`src/hdl/lpwg_params.svh`:
```
// constants for the low power wake-up gating block
// assumes inclusion by the package, the modules of this block and the bench files
`ifndef LPWG_PARAMS_SVH
`define LPWG_PARAMS_SVH

// width of the interrupt pending and enable vectors
`define LPWG_NIRQ 32
// number of pin interrupts, placed from line zero upward
`define LPWG_NPIN 8
`define LPWG_IRQ_PIN0 0
// interrupt line of each on-chip source, also its wake enable bit for lines 8 to 12
`define LPWG_IRQ_BROWNOUT 8
`define LPWG_IRQ_WDOG 9
`define LPWG_IRQ_RTC_ALARM 10
`define LPWG_IRQ_RTC_FAST 11
`define LPWG_IRQ_MICROTICK 12
`define LPWG_IRQ_I2C 13
`define LPWG_IRQ_SPI 14
`define LPWG_IRQ_USART 15
// number of wake cause codes, code zero meaning none
`define LPWG_NCAUSE 14
// reset level of the synchronised reset pin (pin released)
`define LPWG_PIN_RST_VAL 1'b1

`endif

```
`src/hdl/lpwg_pkg.sv`:
```
// types shared by the low power wake-up gating modules
// assumes lpwg_params.svh is on the include path
`include "lpwg_params.svh"

package lpwg_pkg;

    typedef enum logic [2:0] {
        LPWG_ACTIVE = 3'b000,
        LPWG_SLEEP = 3'b001,
        LPWG_DEEP_SLEEP = 3'b010,
        LPWG_POWER_DOWN = 3'b011,
        LPWG_DEEP_PD = 3'b100
    } lpwg_mode_type;

    typedef enum logic [3:0] {
        LPWG_CAUSE_NONE = 4'b0000,
        LPWG_CAUSE_RESET_PIN = 4'b0001,
        LPWG_CAUSE_BROWNOUT_RST = 4'b0010,
        LPWG_CAUSE_WDOG_RST = 4'b0011,
        LPWG_CAUSE_IRQ = 4'b0100,
        LPWG_CAUSE_PIN = 4'b0101,
        LPWG_CAUSE_BROWNOUT_IRQ = 4'b0110,
        LPWG_CAUSE_WDOG_IRQ = 4'b0111,
        LPWG_CAUSE_RTC_ALARM = 4'b1000,
        LPWG_CAUSE_RTC_FAST = 4'b1001,
        LPWG_CAUSE_MICROTICK = 4'b1010,
        LPWG_CAUSE_I2C = 4'b1011,
        LPWG_CAUSE_SPI = 4'b1100,
        LPWG_CAUSE_USART = 4'b1101
    } lpwg_cause_type;

    // wake configuration captured when a reduced mode is entered
    typedef struct packed {
        logic [`LPWG_NIRQ-1:0] irq_en;
        logic [`LPWG_NIRQ-1:0] wake_en0;
        logic [`LPWG_NIRQ-1:0] wake_en1;
        logic brownout_irq_en;
        logic brownout_rst_en;
        logic brownout_keep_on;
        logic wdog_osc_powered;
        logic wdog_osc_keep_on;
        logic wdog_en;
        logic wdog_irq_en;
        logic wdog_rst_en;
        logic wdog_fed;
        logic rtc_osc_1hz_en;
        logic rtc_osc_1khz_en;
        logic rtc_ctrl_1hz_en;
        logic rtc_ctrl_1khz_en;
        logic rtc_bus_clk_en;
        logic rtc_alarm_armed;
        logic rtc_fast_armed;
        logic microtick_clk_en;
        logic microtick_started;
        logic i2c_slave;
        logic spi_slave;
        logic usart_slave;
        logic usart_32k;
    } lpwg_cfg_type;

    typedef struct packed {
        lpwg_mode_type mode;
        lpwg_cfg_type cfg;
        logic wake;
        lpwg_cause_type cause;
        logic reset_req;
        logic pin_act_prev;
        logic core_clk_en;
        logic periph_clk_en;
    } lpwg_state_type;

    typedef struct packed {
        logic meta;
        logic q;
    } lpwg_sync_state_type;

endpackage : lpwg_pkg

```
`src/hdl/lpwg_pin_wake.sv`:
```
// wake qualifier for one pin interrupt in deep-sleep and power-down
// assumes all inputs come from logic on the system clock
`timescale 1ns/1ps

module lpwg_pin_wake
    import lpwg_pkg::*;
(
    input wire logic i_pend,
    input wire logic i_irq_en,
    input wire logic i_wake_en0,
    input wire logic i_wake_en1,
    output logic o_wake
);

    assign o_wake = i_pend & i_irq_en & (i_wake_en0 | i_wake_en1);

endmodule : lpwg_pin_wake

```
`src/hdl/lpwg_sync.sv`:
```
// two flip-flop synchroniser for one level from outside the clock domain
// assumes the input is a slow level such as a reset pin
`timescale 1ns/1ps

module lpwg_sync
    import lpwg_pkg::*;
#(
    parameter logic RST_VAL = 1'b0
) (
    input wire logic i_clk,
    input wire logic i_arst_n,
    input wire logic i_d,
    output logic o_q
);

    lpwg_sync_state_type s_reg;
    lpwg_sync_state_type s_next;

    always_comb begin
        s_next.meta = i_d;
        s_next.q = s_reg.meta;
    end

    always_ff @(posedge i_clk or negedge i_arst_n) begin
        if (!i_arst_n) begin
            s_reg.meta <= RST_VAL;
            s_reg.q <= RST_VAL;
        end else begin
            s_reg <= s_next;
        end
    end

    assign o_q = s_reg.q;

endmodule : lpwg_sync

```
`src/hdl/lpwg_top.sv`:
```
// low power wake-up gating: mode entry, wake qualification, resume
// assumes core, interrupt controller and event sources share I_CLK_SYS;
// only the external reset pin is asynchronous
//
// Overview of operation
// - every wake from a reduced mode returns the part to active mode.
// - only sources allowed in the mode end it, each set up before entry.
// - in sleep any interrupt enabled in the controller wakes the processor.
// - in deep modes a pin interrupt needs controller and wake enables.
// - a brownout interrupt needs three enables and the detector kept on.
// - a brownout reset ends deep-sleep or power-down if reset is enabled.
// - a watchdog interrupt needs oscillator on and kept, enables, fed.
// - a watchdog reset needs oscillator on, watchdog and reset enabled, fed.
// - the 1 Hz alarm needs oscillator, bus clock, armed count and wake enable.
// - the 1 kHz timer needs both rtc control enables, count, wake enable.
// - the micro-tick timer needs oscillator, clock, start and wake enable.
// - an I2C slave interrupt wakes deep-sleep or power-down.
// - an SPI slave interrupt wakes deep-sleep or power-down.
// - a USART interrupt in slave or 32 kHz mode wakes the deep modes.
// - in deep power-down the 1 Hz alarm needs rtc control enable, count.
// - in deep power-down the 1 kHz timer needs oscillators, clock, count.
`timescale 1ns/1ps
`include "lpwg_params.svh"

module lpwg_top
    import lpwg_pkg::*;
(
    input wire logic I_CLK_SYS,
    input wire logic I_ARST_N,
    input wire logic I_ENTER,
    input wire logic [2:0] I_MODE_REQ,
    input wire logic [`LPWG_NIRQ-1:0] I_IRQ_PEND,
    input wire logic [`LPWG_NIRQ-1:0] I_IRQ_EN,
    input wire logic [`LPWG_NIRQ-1:0] I_WAKE_EN0,
    input wire logic [`LPWG_NIRQ-1:0] I_WAKE_EN1,
    input wire logic I_BROWNOUT_IRQ_EN,
    input wire logic I_BROWNOUT_RST_EN,
    input wire logic I_BROWNOUT_KEEP_ON,
    input wire logic I_BROWNOUT_RST,
    input wire logic I_WDOG_OSC_POWERED,
    input wire logic I_WDOG_OSC_KEEP_ON,
    input wire logic I_WDOG_EN,
    input wire logic I_WDOG_IRQ_EN,
    input wire logic I_WDOG_RST_EN,
    input wire logic I_WDOG_FED,
    input wire logic I_WDOG_RST,
    input wire logic I_RTC_OSC_1HZ_EN,
    input wire logic I_RTC_OSC_1KHZ_EN,
    input wire logic I_RTC_CTRL_1HZ_EN,
    input wire logic I_RTC_CTRL_1KHZ_EN,
    input wire logic I_RTC_BUS_CLK_EN,
    input wire logic I_RTC_ALARM_ARMED,
    input wire logic I_RTC_FAST_ARMED,
    input wire logic I_MICROTICK_CLK_EN,
    input wire logic I_MICROTICK_STARTED,
    input wire logic I_I2C_SLAVE,
    input wire logic I_SPI_SLAVE,
    input wire logic I_USART_SLAVE,
    input wire logic I_USART_32K,
    input wire logic I_RESET_PIN_N,
    output logic [2:0] O_MODE,
    output logic O_WAKE,
    output logic [3:0] O_WAKE_CAUSE,
    output logic O_RESET_REQ,
    output logic O_CORE_CLK_EN,
    output logic O_PERIPH_CLK_EN
);

    lpwg_state_type state_reg;
    lpwg_state_type state_next;
    lpwg_cfg_type cfg_in;
    logic pin_sync;
    logic pin_act;
    logic [`LPWG_NPIN-1:0] pin_wake;
    logic [`LPWG_NCAUSE-1:0] src;
    logic deep_mode;
    logic dpd_mode;
    logic req_ok;
    lpwg_cause_type cause_sel;

    // reset pin synchroniser
    lpwg_sync #(
        .RST_VAL(`LPWG_PIN_RST_VAL)
    ) u_pin_sync (
        .i_clk(I_CLK_SYS),
        .i_arst_n(I_ARST_N),
        .i_d(I_RESET_PIN_N),
        .o_q(pin_sync)
    );

    assign pin_act = ~pin_sync;

    // gather the live configuration for capture at entry
    always_comb begin
        cfg_in.irq_en = I_IRQ_EN;
        cfg_in.wake_en0 = I_WAKE_EN0;
        cfg_in.wake_en1 = I_WAKE_EN1;
        cfg_in.brownout_irq_en = I_BROWNOUT_IRQ_EN;
        cfg_in.brownout_rst_en = I_BROWNOUT_RST_EN;
        cfg_in.brownout_keep_on = I_BROWNOUT_KEEP_ON;
        cfg_in.wdog_osc_powered = I_WDOG_OSC_POWERED;
        cfg_in.wdog_osc_keep_on = I_WDOG_OSC_KEEP_ON;
        cfg_in.wdog_en = I_WDOG_EN;
        cfg_in.wdog_irq_en = I_WDOG_IRQ_EN;
        cfg_in.wdog_rst_en = I_WDOG_RST_EN;
        cfg_in.wdog_fed = I_WDOG_FED;
        cfg_in.rtc_osc_1hz_en = I_RTC_OSC_1HZ_EN;
        cfg_in.rtc_osc_1khz_en = I_RTC_OSC_1KHZ_EN;
        cfg_in.rtc_ctrl_1hz_en = I_RTC_CTRL_1HZ_EN;
        cfg_in.rtc_ctrl_1khz_en = I_RTC_CTRL_1KHZ_EN;
        cfg_in.rtc_bus_clk_en = I_RTC_BUS_CLK_EN;
        cfg_in.rtc_alarm_armed = I_RTC_ALARM_ARMED;
        cfg_in.rtc_fast_armed = I_RTC_FAST_ARMED;
        cfg_in.microtick_clk_en = I_MICROTICK_CLK_EN;
        cfg_in.microtick_started = I_MICROTICK_STARTED;
        cfg_in.i2c_slave = I_I2C_SLAVE;
        cfg_in.spi_slave = I_SPI_SLAVE;
        cfg_in.usart_slave = I_USART_SLAVE;
        cfg_in.usart_32k = I_USART_32K;
    end

    // per pin interrupt qualification
    genvar gi;
    generate
        for (gi = 0; gi < `LPWG_NPIN; gi = gi + 1) begin : g_pin
            lpwg_pin_wake u_pin_wake (
                .i_pend(I_IRQ_PEND[`LPWG_IRQ_PIN0 + gi]),
                .i_irq_en(state_reg.cfg.irq_en[`LPWG_IRQ_PIN0 + gi]),
                .i_wake_en0(state_reg.cfg.wake_en0[`LPWG_IRQ_PIN0 + gi]),
                .i_wake_en1(state_reg.cfg.wake_en1[`LPWG_IRQ_PIN0 + gi]),
                .o_wake(pin_wake[gi])
            );
        end
    endgenerate

    assign deep_mode = (state_reg.mode == LPWG_DEEP_SLEEP) ||
                       (state_reg.mode == LPWG_POWER_DOWN);
    assign dpd_mode = (state_reg.mode == LPWG_DEEP_PD);

    // wake source vector, indexed by cause code
    always_comb begin
        src = '0;
        src[LPWG_CAUSE_RESET_PIN] = pin_act &&
                                    (state_reg.mode != LPWG_ACTIVE);
        src[LPWG_CAUSE_IRQ] = (state_reg.mode == LPWG_SLEEP) &&
            ((I_IRQ_PEND & state_reg.cfg.irq_en) != '0);
        src[LPWG_CAUSE_PIN] = deep_mode && (pin_wake != '0);
        src[LPWG_CAUSE_BROWNOUT_IRQ] = deep_mode &&
            I_IRQ_PEND[`LPWG_IRQ_BROWNOUT] &&
            state_reg.cfg.irq_en[`LPWG_IRQ_BROWNOUT] &&
            state_reg.cfg.wake_en0[`LPWG_IRQ_BROWNOUT] &&
            state_reg.cfg.brownout_irq_en &&
            state_reg.cfg.brownout_keep_on;
        src[LPWG_CAUSE_BROWNOUT_RST] = deep_mode && I_BROWNOUT_RST &&
            state_reg.cfg.brownout_rst_en;
        src[LPWG_CAUSE_WDOG_IRQ] = deep_mode &&
            I_IRQ_PEND[`LPWG_IRQ_WDOG] &&
            state_reg.cfg.wdog_osc_powered &&
            state_reg.cfg.wdog_osc_keep_on &&
            state_reg.cfg.irq_en[`LPWG_IRQ_WDOG] &&
            state_reg.cfg.wake_en0[`LPWG_IRQ_WDOG] &&
            state_reg.cfg.wdog_en &&
            state_reg.cfg.wdog_irq_en &&
            state_reg.cfg.wdog_fed;
        src[LPWG_CAUSE_WDOG_RST] = deep_mode && I_WDOG_RST &&
            state_reg.cfg.wdog_osc_powered &&
            state_reg.cfg.wdog_en &&
            state_reg.cfg.wdog_rst_en &&
            state_reg.cfg.wdog_fed;
        if (deep_mode) begin
            src[LPWG_CAUSE_RTC_ALARM] =
                I_IRQ_PEND[`LPWG_IRQ_RTC_ALARM] &&
                state_reg.cfg.rtc_osc_1hz_en &&
                state_reg.cfg.rtc_bus_clk_en &&
                state_reg.cfg.rtc_alarm_armed &&
                state_reg.cfg.wake_en0[`LPWG_IRQ_RTC_ALARM];
            src[LPWG_CAUSE_RTC_FAST] =
                I_IRQ_PEND[`LPWG_IRQ_RTC_FAST] &&
                state_reg.cfg.rtc_ctrl_1hz_en &&
                state_reg.cfg.rtc_ctrl_1khz_en &&
                state_reg.cfg.rtc_fast_armed &&
                state_reg.cfg.wake_en0[`LPWG_IRQ_RTC_FAST];
        end else if (dpd_mode) begin
            src[LPWG_CAUSE_RTC_ALARM] =
                I_IRQ_PEND[`LPWG_IRQ_RTC_ALARM] &&
                state_reg.cfg.rtc_ctrl_1hz_en &&
                state_reg.cfg.rtc_alarm_armed;
            src[LPWG_CAUSE_RTC_FAST] =
                I_IRQ_PEND[`LPWG_IRQ_RTC_FAST] &&
                state_reg.cfg.rtc_osc_1hz_en &&
                state_reg.cfg.rtc_osc_1khz_en &&
                state_reg.cfg.rtc_bus_clk_en &&
                state_reg.cfg.rtc_fast_armed;
        end
        src[LPWG_CAUSE_MICROTICK] = deep_mode &&
            I_IRQ_PEND[`LPWG_IRQ_MICROTICK] &&
            state_reg.cfg.wdog_osc_powered &&
            state_reg.cfg.microtick_clk_en &&
            state_reg.cfg.microtick_started &&
            state_reg.cfg.wake_en0[`LPWG_IRQ_MICROTICK];
        src[LPWG_CAUSE_I2C] = deep_mode && I_IRQ_PEND[`LPWG_IRQ_I2C] &&
            state_reg.cfg.i2c_slave;
        src[LPWG_CAUSE_SPI] = deep_mode && I_IRQ_PEND[`LPWG_IRQ_SPI] &&
            state_reg.cfg.spi_slave;
        src[LPWG_CAUSE_USART] = deep_mode &&
            I_IRQ_PEND[`LPWG_IRQ_USART] &&
            (state_reg.cfg.usart_slave || state_reg.cfg.usart_32k);
    end

    // lowest code wins, resets first
    always_comb begin
        cause_sel = LPWG_CAUSE_NONE;
        for (int i = `LPWG_NCAUSE - 1; i > 0; i--) begin
            if (src[i]) begin
                cause_sel = lpwg_cause_type'(4'(i));
            end
        end
    end

    // valid entry request
    always_comb begin
        case (I_MODE_REQ)
            LPWG_SLEEP,
            LPWG_DEEP_SLEEP,
            LPWG_POWER_DOWN,
            LPWG_DEEP_PD: begin
                req_ok = 1'b1;
            end
            default: begin
                req_ok = 1'b0;
            end
        endcase
    end

    // mode sequencing
    always_comb begin
        state_next = state_reg;
        state_next.wake = 1'b0;
        state_next.reset_req = 1'b0;
        state_next.pin_act_prev = pin_act;
        case (state_reg.mode)
            LPWG_ACTIVE: begin
                if (I_ENTER && req_ok && !pin_act) begin
                    state_next.mode = lpwg_mode_type'(I_MODE_REQ);
                    state_next.cfg = cfg_in;
                end
                if (pin_act && !state_reg.pin_act_prev) begin
                    state_next.reset_req = 1'b1;
                end
            end
            LPWG_SLEEP,
            LPWG_DEEP_SLEEP,
            LPWG_POWER_DOWN,
            LPWG_DEEP_PD: begin
                if (cause_sel != LPWG_CAUSE_NONE) begin
                    state_next.mode = LPWG_ACTIVE;
                    state_next.wake = 1'b1;
                    state_next.cause = cause_sel;
                    state_next.reset_req = dpd_mode ||
                        (cause_sel == LPWG_CAUSE_RESET_PIN) ||
                        (cause_sel == LPWG_CAUSE_BROWNOUT_RST) ||
                        (cause_sel == LPWG_CAUSE_WDOG_RST);
                end
            end
            default: begin
                state_next.mode = LPWG_ACTIVE;
            end
        endcase
        state_next.core_clk_en = (state_next.mode == LPWG_ACTIVE);
        state_next.periph_clk_en = (state_next.mode == LPWG_ACTIVE) ||
                                   (state_next.mode == LPWG_SLEEP);
    end

    always_ff @(posedge I_CLK_SYS or negedge I_ARST_N) begin
        if (!I_ARST_N) begin
            state_reg <= '0;
            state_reg.core_clk_en <= 1'b1;
            state_reg.periph_clk_en <= 1'b1;
        end else begin
            state_reg <= state_next;
        end
    end

    assign O_MODE = state_reg.mode;
    assign O_WAKE = state_reg.wake;
    assign O_WAKE_CAUSE = state_reg.cause;
    assign O_RESET_REQ = state_reg.reset_req;
    assign O_CORE_CLK_EN = state_reg.core_clk_en;
    assign O_PERIPH_CLK_EN = state_reg.periph_clk_en;

endmodule : lpwg_top
```
`config.mk`:
```
export PLATFORM = sky130hd
export DESIGN_NAME = lpwg_top
export DESIGN_NICKNAME = d
export VERILOG_FILES = /design/src/hdl/lpwg_pkg.sv /design/src/hdl/lpwg_pin_wake.sv /design/src/hdl/lpwg_sync.sv /design/src/hdl/lpwg_top.sv
export VERILOG_INCLUDE_DIRS = /design/src /design/src/hdl
export SDC_FILE = /design/constraint.sdc
export NUM_CORES = 1
export LEC_CHECK = 0
export BUFFER_PORTS_ARGS = -buffer_cell sky130_fd_sc_hd__buf_4
export CAP_MARGIN = 10
export CORE_UTILIZATION = 49
export CTS_BUF_LIST = sky130_fd_sc_hd__clkbuf_8
export DETAILED_ROUTE_END_ITERATION = 12
export PLACE_DENSITY = 0.89
export SLEW_MARGIN = 10
export SYNTH_ARGS = -nofsm -noshare
export SYNTH_HDL_FRONTEND = slang
export SYNTH_SLANG_ARGS = --single-unit
```
`constraint.sdc`:
```
create_clock -name I_CLK_SYS -period 2.6 [get_ports I_CLK_SYS]
set_input_delay 0.52 -clock I_CLK_SYS [delete_from_list [all_inputs] [get_ports I_CLK_SYS]]
set_output_delay 0.52 -clock I_CLK_SYS [all_outputs]
set_load 0.02 [all_outputs]
```
# Word level (Yosys, flattened, before mapping)
# Index checks and enable logic that the tools add are counted.
# Widths: inputs -> output; s select.
totals:
  ff_bits: 132
  latchBits: 0
  ram_bits: 0
  rom_bits: 0
  inputBits: 159
  output_inout_bits: 11
  word_cells: 163
  memories: 0
classes:
  addsub: 0
  mul: 0
  n_div: 0
  magnitude_cmp: 0
  n_eq_ne: 12
  shifts: 0
  mux: 23
  bitwise_logic: 26
  reduce_logical: 68
ops:
  columns: ["op", "n"]
  rows:
  - ["$mux 121", 1]
  - ["$mux 4", 13]
  - ["$logic_and 1x1->1", 51]
  - ["$and 32x32->32", 1]
  - ["$reduce_bool 32->1", 1]
  - ["$and 1x1->1", 16]
  - ["$eq 3x2->1 const B", 4]
  - ["$eq 3x1->1 const B", 3]
  - ["$eq 4x2->1 const B", 2]
  - ["$or 1x1->1", 8]
  - ["$reduce_bool 8->1", 1]
  - ["$reduce_or 4->1", 2]
  - ["$eq 3x3->1 const B", 2]
  - ["$logic_not 3->1", 2]
  - ["$logic_or 1x1->1", 6]
  - ["$mux 6", 1]
  - ["$pmux 3 s2", 1]
  - ["$mux 5", 1]
  - ["$eq 4x1->1 const B", 1]
  - ["$mux 2", 2]
  - ["$reduce_and 2->1", 2]
  - ["$reduce_bool 4->1", 1]
  - ["$mux 3", 1]
  - ["$reduce_bool 3->1", 1]
  - ["other kinds (4)", 5]

# Logic depth before layout (Yosys ltp)
# Gate-level depths: netlist (run 1).
logic_depth:
  word_depth: 23
  mapped_depth: 8

# By module
# A second synthesis (run 1) with hierarchy kept.
hier_totals:
  hier_cells: 299
  area_unflattened_um2: 3982.6
by_module_without_submodules:
  columns: ["mod", "instances", "cells_each", "area_each_um2", "seq_area_each_um2"]
  rows:
  - ["lpwg_top", 1, 289, 3849.9, 2179.6]
  - ["lpwg_pin_wake", 8, 1, 10.0, 0.0]
  - ["lpwg_sync", 1, 2, 52.6, 52.6]

# Least setup slack after synthesis (run 1)
# No wires, ideal clock.
synth_path:
  path_type: "input port to flip-flop"
  from: "in I_MODE_REQ[1]"
  to: "reg state_reg[12] in the netlist's numbering"
  setup_time_ns: 0.125
  arrival_time_ns: 1.903
  t_required_ns: 2.475
  setup_slack_ns: 0.572
  stages: 6
  path_cell_list: "nor2_1 > or2_2 > a21oi_1 > buf_2 > buf_2 > mux2_2"
synth_via:
  elab_chain_len: 6
  elab_cells_between_ends: 9
synth_lines:
  columns: ["item", "line", "text"]
  rows:
  - ["start: declaration", "lpwg_top.sv:31", "input wire logic [2:0] I_MODE_REQ,"]
  - ["$eq 3x1->1 (tied with other cells)", "lpwg_top.sv:222", "case (I_MODE_REQ)"]
  - ["$reduce_or 4->1 *", "lpwg_top.sv:222", null]
  - ["$mux 1 *", "lpwg_top.sv:222", null]
  - ["$logic_and 1x1->1 * (2 in a row)", "lpwg_top.sv:243", "if (I_ENTER && req_ok && !pin_act) begin"]
  - ["$reduce_and 2->1 (no source line) *", null, null]
  - ["end signal: assignment", "lpwg_top.sv:280", "state_reg <= state_next;"]
  - ["end: declaration", "lpwg_top.sv:69", "lpwg_state_type state_reg;"]
# Every way passes the cells marked *; elsewhere a longest branch is shown, timed or not.
# A chain may end at the register's enable or synchronous reset.

# Worst setup path after layout (run 1)
layout_path:
  from: "reg state_reg (netlist bit O_MODE[2])"
  to: "reg state_reg (netlist bit O_WAKE_CAUSE[0])"
layout_via:
  elab_chain_len: 19
  elab_cells_between_ends: 58
layout_lines:
  columns: ["item", "line", "text"]
  rows:
  - ["$eq 3x2->1 (on tied branches)", "lpwg_top.sv:136, lpwg_top.sv:241, lpwg_top.sv:137", null]
  - ["$logic_or 1x1->1", "lpwg_top.sv:136", "assign deep_mode = (state_reg.mode == LPWG_DEEP_SLEEP) ||"]
  - ["$logic_and 1x1->1 (on tied branches) (2 in a row)", "lpwg_top.sv:205, lpwg_top.sv:156, lpwg_top.sv:195", null]
  - ["$mux 4 (tied with other cells) (3 in a row)", "lpwg_top.sv:214", "if (src[i]) begin"]
  - ["$mux 4 / $logic_and 1x1->1 (equally long branches) (3 in a row)", "lpwg_top.sv:214, lpwg_top.sv:156", null]
  - ["$mux 4 (7 in a row)", "lpwg_top.sv:214", null]
  - ["$reduce_bool 4->1", "lpwg_top.sv:255", "if (cause_sel != LPWG_CAUSE_NONE) begin"]
  - ["$reduce_and 2->1 (no source line)", null, null]
# Parallel ways exist; a longest one is shown, timed or not.

==> metrics, run 1 <==
crit-path max FO 9; Post-synth ARST share between 90% and 100%; top cell type's share of synthesized area a little over half; Area after DPL around 5000 sq um; Worst Max-Slew Pin Slew 0.583 ns; height of the chip a little over 90 um; area of the multi-input gates roughly 1600 sq um; Tcrit/Tclk final 90.6%; Initial Util roughly half; Yosys warnings 0; Area Overhead vs Synth 32.0%; post-layout instance area 5180 sq um; CP endpoint kind flop; Layout fillers 616; leak pwr approximately 2.3 nW; first-pass GRT wire length 15200 um; Final Max Tran Viols 0; TNS Setup 0 ns; Distinct cells, synth 43; commonest register cell after synthesis dfrtp_1; unrepaired setup endpoints after global routing no; Vias per Instance around 5.4; synthesis-stage register bit count 89; Critical Path, Cell by Cell nand2b_1 -> o22ai_1 -> a31oi_1 -> o21ai_0 -> nor2_1 -> a31oi_4 -> mux2_4; Hold Path Class in -> async; DRC 0; DR pass1 iterations 4; Worst path slowest cell dfrtp_1; CP bufs+invs 0; crit path kind reg -> reg; FMAX 424 MHz; VDD IR max about 550 uV; die area 8380 sq um; initial antenna violation count 0; share of post-route cells with drive strength above 1 approximately 54%; vias post-DR roughly 2900; r2r setup slk roughly 0.24 ns; # resized after CTS 0; GRT Util Overall a little under a quarter; Setup WS pre-CTS approximately 0.13 ns; nets@finish between 500 and 600; CTS Buf Count 9; setup violators final 0; wirelength, routed between 9000 and 10000 um; Overflow after GRT 0; wire per inst ~18 um; power density cells just over 1000 nW/um^2; total power 5.25 mW; Final Skew between 0.007 and 0.008 ns; Startpoint Class flop; Final min period roughly 2.4 ns; num rows 32; Yosys top cell by area dfrtp_1; Top delay family on crit path compound AO/OA/AOI/OAI gates; Synthesized Nets between 400 and 500; Diodes inserted 0; pin count of the biggest net entering global routing 57; Max clock buf depth 2; vias in the first global route approximately 3200; max FFs per register 76; max cap viols 0; postcts setup bufs 0; FF/Latch Area 2230 sq um; Final HPWL DP 7230 um; worst skew pair latency ~0.35 ns; htree depth 3; Final Hold Viols 0; Synth Area per Inst ~13 sq um; sequential element share of the synthesized area 56.9%; Synth area leaders dfrtp_1 54%, mux2_2 22%, dfstp_2 2.7%; Worst Slack Setup Final 0.243 ns; status finished clean; Syn Inst Count 297; post-route ant nets 0; Netlist Area Pre-Place between 3000 and 4000 sq um; Port Buffer Count between 100 and 150; CTS tree yes; core area around 7700 sq um; clk slew on worst S/H paths around 0.080 ns; Util after Layout 67.0%; worst endpoint data arrival time approximately 2.6 ns; Sink Count between 80 and 90; chip width roughly 92 um; initial drt markers roughly 100; Clock Root Buffer clkbuf_8; hold buffers post-CTS 0; routability congestion estimate from global placement about 0.84; Slew Limit Headroom between 60 and 70%; Post-synth EDFFs 0; Crit path required time around 2.8 ns; Ports between 150 and 200; Max stage delay on crit path 0.50 ns
## path summary, 6_finish.rpt
check,startpoint,end,cells past startpoint
worst max-delay path,O_MODE[2]$_DFF_PN0_,O_WAKE_CAUSE[0]$_DFFE_PN0P_,7
min in group I_CLK_SYS,I_RESET_PIN_N,u_pin_sync.s_next[0]$_DFF_PN1_,1
max in group asynchronous,I_ARST_N,state_reg[98]$_DFFE_PN0P_,2
worst max register to register,O_MODE[2]$_DFF_PN0_,O_WAKE_CAUSE[0]$_DFFE_PN0P_,7
worst min register to register,u_pin_sync.s_next[0]$_DFF_PN1_,u_pin_sync.o_q$_DFF_PN1_,0
worst min-delay path,I_ARST_N,state_reg[21]$_DFFE_PN0P_,1
## power by group
group	internal (mW)	total (mW)	switching, mW
registers	2.05	2.46	0.405
clock network	0.524	0.984	0.460
logic	1.03	1.81	0.772
total	3.61	5.25	1.64
## logic make-up after synthesis
group / Yosys count / share of synthesized area [%]
simple gates: 53 / 7.52
flops: 89 / 56.9
buf+inv: 21 / 2.96
xor+xnor: 1 / 0.223
mux: 76 / 21.9
compound gates: 57 / 10.5
## synthesized netlist by cell type, drive strengths merged, types with 2 or more instances
library cell,number
dfrtp,85
mux2,76
buf,11
nand3,10
nand2,9
nor2,9
a21oi,8
o211ai,8
o21ai,8
a221oi,6
a22o,6
o22ai,6
a22oi,5
a31oi,5
clkbuf,5
inv,5
nand4,5
and3,4
dfstp,4
nor3,4
nand2b,3
or2,2
## placed cells by master, fill, tap and decap left out, drive strengths merged, types with 8 or more instances in the layout
cell / count
mux2: 76
o21ai: 8
dfrtp: 85
o211ai: 8
a21oi: 8
clkbuf: 9
nor2: 9
nand3: 10
buf: 132
nand2: 9
## metal layers
layer | track usage, % | share of wire, % | wire length, um
met2 | 42.7 | 53 | 4960
met1 | 27.4 | 39 | 3590
met3 | 7.20 | 7.0 | 647
met5 | 0 | 0 | 0
met4 | 6.48 | 1.0 | 95
## layout make-up
| class | instances | area share, % |
|---|---|---|
| multi-input cells | 187 | 30.7 |
| well taps | 102 | 2.46 |
| repair buffers | 132 | 19.6 |
| clock inverters | 5 | 1.42 |
| inverters | 5 | 0.362 |
| clock buffers | 9 | 2.39 |
| flip-flops and latches | 89 | 43.1 |
## metrics by stage
stage | instances | hold slack, ns
floorplan | 297 | 0.224
global placement | 515 | 0.349
detailed placement | 515 | 0.350
CTS | 529 | 0.173
global route | 529 | 0.191
finish | 529 | 0.160
Note: power is estimated with default switching activity, not from simulation.
==> inputs of run 2 (changes only) <==
Settings changed: RECOVER_POWER from default to 25, REMOVE_ABC_BUFFERS from default to 1.
==> run 2 against run 1 <==
  * First-iteration DRC count rose by 13%
  * Largest cell class unchanged
  * Sequential cell count is the same
  * Utilization down 0.37 points
==> metrics, run 2 (synthesis gave the netlist of run 1 again) <==
status finished clean; Slew Limit Headroom 24.6%; max FFs per register 76; Final Max Tran Viols 0; nets@finish 582; total power ~5.2 mW; CTS tree yes; post-route ant nets 0; vias post-DR about 2900; Clock Root Buffer clkbuf_8; Port Buffer Count roughly 130; wirelength, routed 8760 um; Util after Layout between 60 and 70%; num rows 32; Ports 170; FF-to-FF Start O_MODE[2]$_DFF_PN0_; routability congestion estimate from global placement between 0.8 and 0.9; Worst Slack Setup Final around 0.27 ns; clk slew on worst S/H paths 0.09 ns; Final Skew approximately 0.0065 ns; initial drt markers approximately 120; leak pwr ~2.3 nW; crit path kind reg -> reg; CTS Buf Count 9; Tcrit/Tclk final around nine tenths; Setup WS pre-CTS 0.148 ns; non-filler instance count after layout between 500 and 600; Max clock buf depth 2; htree depth 3; DR pass1 iterations 4; pin count of the biggest net entering global routing 64; crit-path max FO 9; DRC 0; worst endpoint data arrival time around 2.6 ns; Startpoint Class flop; setup violators final 0; Area Overhead vs Synth 31.2%; CP endpoint kind flop; first-pass GRT wire length between 10000 and 15000 um; initial antenna violation count 0; max cap viols 0; Final min period 2.33 ns; power density cells approximately 1000 nW/um^2; chip width 91.5 um; VDD IR max between 400 and 500 uV; Vias per Instance roughly 5.4; Hold Path Class in -> reg; CP endpoint O_WAKE_CAUSE[0]$_DFFE_PN0P_; core area 7730 sq um; vias in the first global route slightly above 3000; share of post-route cells with drive strength above 1 between 50% and 60%; height of the chip between 90 and 100 um; Area after DPL ~5000 sq um; hold buffers post-CTS 0; Overflow after GRT 0; Final Hold Viols 0; Sink Count 89; postcts setup bufs 0; wire per inst 16.5 um; CP startpoint O_MODE[2]$_DFF_PN0_; worst skew pair latency 0.35 ns; Initial Util roughly half; post-layout instance area slightly above 5000 sq um; commonest non-fill, non-tap cells in the layout 127 x buf_4, 85 x dfrtp_1, 75 x mux2_2, 10 x nand3_1; Final HPWL DP a little under 7000 um; Reg2Reg Capture Point O_WAKE_CAUSE[0]$_DFFE_PN0P_; die area 8380 sq um; commonest non-fill, non-tap cell in the layout buf_4; unrepaired setup endpoints after global routing no; GRT Util Overall 22.5%; Hold Slack about 0.27 ns; Crit path required time around 2.8 ns; # resized after CTS 0; Reg2Reg Depth 7; r2r setup slk around 0.27 ns; FMAX between 400 and 500 MHz; TNS Setup 0 ns; Diodes inserted 0; Worst Max-Slew Pin Slew ~1.1 ns; cell count after placement just over 500
## run 2: final cells by class
| cell class | count | area, sq um |
|---|---|---|
| Fill cell | 606 | 2570 |
| Sequential cell | 89 | 2230 |
| Multi-Input combinational cell | 187 | 1590 |
| Timing Repair Buffer | 131 | 991 |
| Tap cell | 102 | 128 |
| Clock buffer | 9 | 124 |
| Clock inverter | 7 | 70.1 |
| Inverter | 5 | 18.8 |
## run 2: critical path, stage by stage, from the launching register on
cell and delay, ns:
dfrtp_1 0.51, or3b_1 0.48, o22ai_1 0.28, a31oi_1 0.10
o21ai_0 0.14, nor2_1 0.17, a31oi_4 0.22, mux2_4 0.32
## run 2: metal layers
layer	track usage (%)	wire length, um
met3	4.86	464
met4	8.60	183
met5	0	0
met2	38.2	4500
met1	28.1	3610
## run 2: worst min path at each step
stage                                         from                        endpoint  slack [ns]  cells after the start
global route                         I_RESET_PIN_N  u_pin_sync.s_next[0]$_DFF_PN1_        0.26                      1
finish                               I_RESET_PIN_N  u_pin_sync.s_next[0]$_DFF_PN1_        0.27                      1
floorplan                                 I_ARST_N             O_MODE[0]$_DFF_PN0_        0.22                      0
global placement    u_pin_sync.s_next[0]$_DFF_PN1_        u_pin_sync.o_q$_DFF_PN1_        0.35                      0
detailed placement  u_pin_sync.s_next[0]$_DFF_PN1_        u_pin_sync.o_q$_DFF_PN1_        0.35                      0
CTS                                       I_ARST_N      state_reg[121]$_DFFE_PN0P_        0.16                      1
## run 2: power by group
part | internal (mW) | total [mW] | switching, mW
Combinational | 1.00 | 1.78 | 0.779
Sequential | 2.05 | 2.44 | 0.389
Clock | 0.444 | 0.937 | 0.493
==> inputs of run 3 (changes only) <==
Clock period 2.6 ns to 2.54 ns, I/O delays scaled along.
==> run 3 against run 2 <==
  * Utilization up 0.36 points
  * Largest cell class unchanged
  * Clock power up 5.0%
  * Highest routed layer unchanged
  * Power up 3.3%
  * Sequential share of layout area down 0.23 points
  * Fmax up 1.8%
==> metrics, run 3 (synthesis gave the netlist of run 1 again) <==
status finished clean; FMAX roughly 440 MHz; non-filler instance count after layout 532; total power ~5.3 mW; Area after DPL between 4000 and 5000 sq um; Ports 170; Slew Limit Headroom between 20 and 25%; vias post-DR between 2000 and 3000; crit-path max FO 8; GRT Util Overall 22.4%; Util after Layout 67.0%; Final HPWL DP 6750 um; commonest non-fill, non-tap cells in the layout 129 x buf_4, 85 x dfrtp_1, 75 x mux2_2, 11 x clkbuf_8, 10 x nand3_1; crit path kind reg -> reg; Sink Count around 90; Final Max Tran Viols 0; Startpoint Class flop; Overflow after GRT 0; vias in the first global route approximately 3200; worst skew pair latency ~0.35 ns; CTS tree yes; hold buffers post-CTS 0; CP endpoint kind flop; CP startpoint O_MODE[1]$_DFF_PN0_; chip width 91.5 um; Hold Path Class in -> reg; num rows 32; Worst Max-Slew Pin Slew roughly 1.1 ns; wirelength, routed between 8000 and 9000 um; cell count after placement around 520; Final Hold Viols 0; post-route ant nets 0; DRC 0; Final min period roughly 2.3 ns; Hold Slack about 0.27 ns; power density cells ~1000 nW/um^2; nets@finish ~580; first-pass GRT wire length around 15000 um; FF-to-FF Start O_MODE[1]$_DFF_PN0_; Area Overhead vs Synth 31.9%; worst min-delay path startpoint I_RESET_PIN_N; routability congestion estimate from global placement between 0.8 and 0.9; die area 8380 sq um; Initial Util slightly above 50%; Crit path required time 2.78 ns; postcts setup bufs 0; share of post-route cells with drive strength above 1 54.4%; clk slew on worst S/H paths roughly 0.080 ns; # resized after CTS 0; Port Buffer Count around 130; max FFs per register 76; wire per inst ~17 um; Max clock buf depth 2; Vias per Instance 5.51; initial drt markers a little over 90; pin count of the biggest net entering global routing between 60 and 70; initial antenna violation count 0; Setup WS pre-CTS 0.182 ns; height of the chip between 90 and 100 um; Diodes inserted 0; worst endpoint data arrival time approximately 2.5 ns; DR pass1 iterations 4; Clock Root Buffer clkbuf_8; commonest non-fill, non-tap cell in the layout buf_4; core area 7730 sq um; max cap viols 0; VDD IR max slightly below 500 uV; CTS Buf Count 9; post-layout instance area 5180 sq um; leak pwr about 2.3 nW; unrepaired setup endpoints after global routing no; Final Skew 0.00983 ns; Worst Slack Setup Final 0.249 ns; TNS Setup 0 ns; setup violators final 0; htree depth 3; Tcrit/Tclk final between 90% and 100%
run 3: final timing paths:
kind	end	slack (ns)	cells after the start
hold / removal	u_pin_sync.s_next[0]$_DFF_PN1_	0.27	1
setup / recovery	O_WAKE_CAUSE[0]$_DFFE_PN0P_	0.25	7
hold reg to reg	u_pin_sync.o_q$_DFF_PN1_	0.37	0
max in group asynchronous	state_reg[122]$_DFFE_PN0P_	0.53	2
min in group asynchronous	state_reg[121]$_DFFE_PN0P_	0.32	1
setup reg to reg	O_WAKE_CAUSE[0]$_DFFE_PN0P_	0.25	7
run 3: power by group:
part	internal [mW]	switching [mW]
Combinational	1.05	0.796
Clock	0.505	0.479
Sequential	2.10	0.402
Total	3.65	1.68
run 3: worst max-delay path: stages, from the launching register on:
cell     delay, ns
dfrtp_1       0.46
or3b_1        0.49
o22ai_1       0.27
a31oi_1       0.10
o21ai_0       0.14
nor2_1        0.17
a31oi_4       0.23
mux2_4        0.31
run 3: final cells by class:
class | instances | area (sq um)
fillers | 586 | 2550
flip-flops and latches | 89 | 2230
multi-input cells | 187 | 1590
repair buffers | 133 | 1010
clock buffers | 11 | 151
well taps | 102 | 128
clock inverters | 5 | 55.1
inverters | 5 | 18.8
run 3: metal layers:
| layer | up-vias | wire length [um] | global-route usage [%] |
|---|---|---|---|
| li1 | 1361 | - | - |
| met1 | 1442 | 3500 | 26.9 |
| met2 | 103 | 4500 | 38.0 |
| met5 | - | 0 | 0 |
| met3 | 26 | 578 | 5.53 |
| met4 | 0 | 250 | 9.92 |
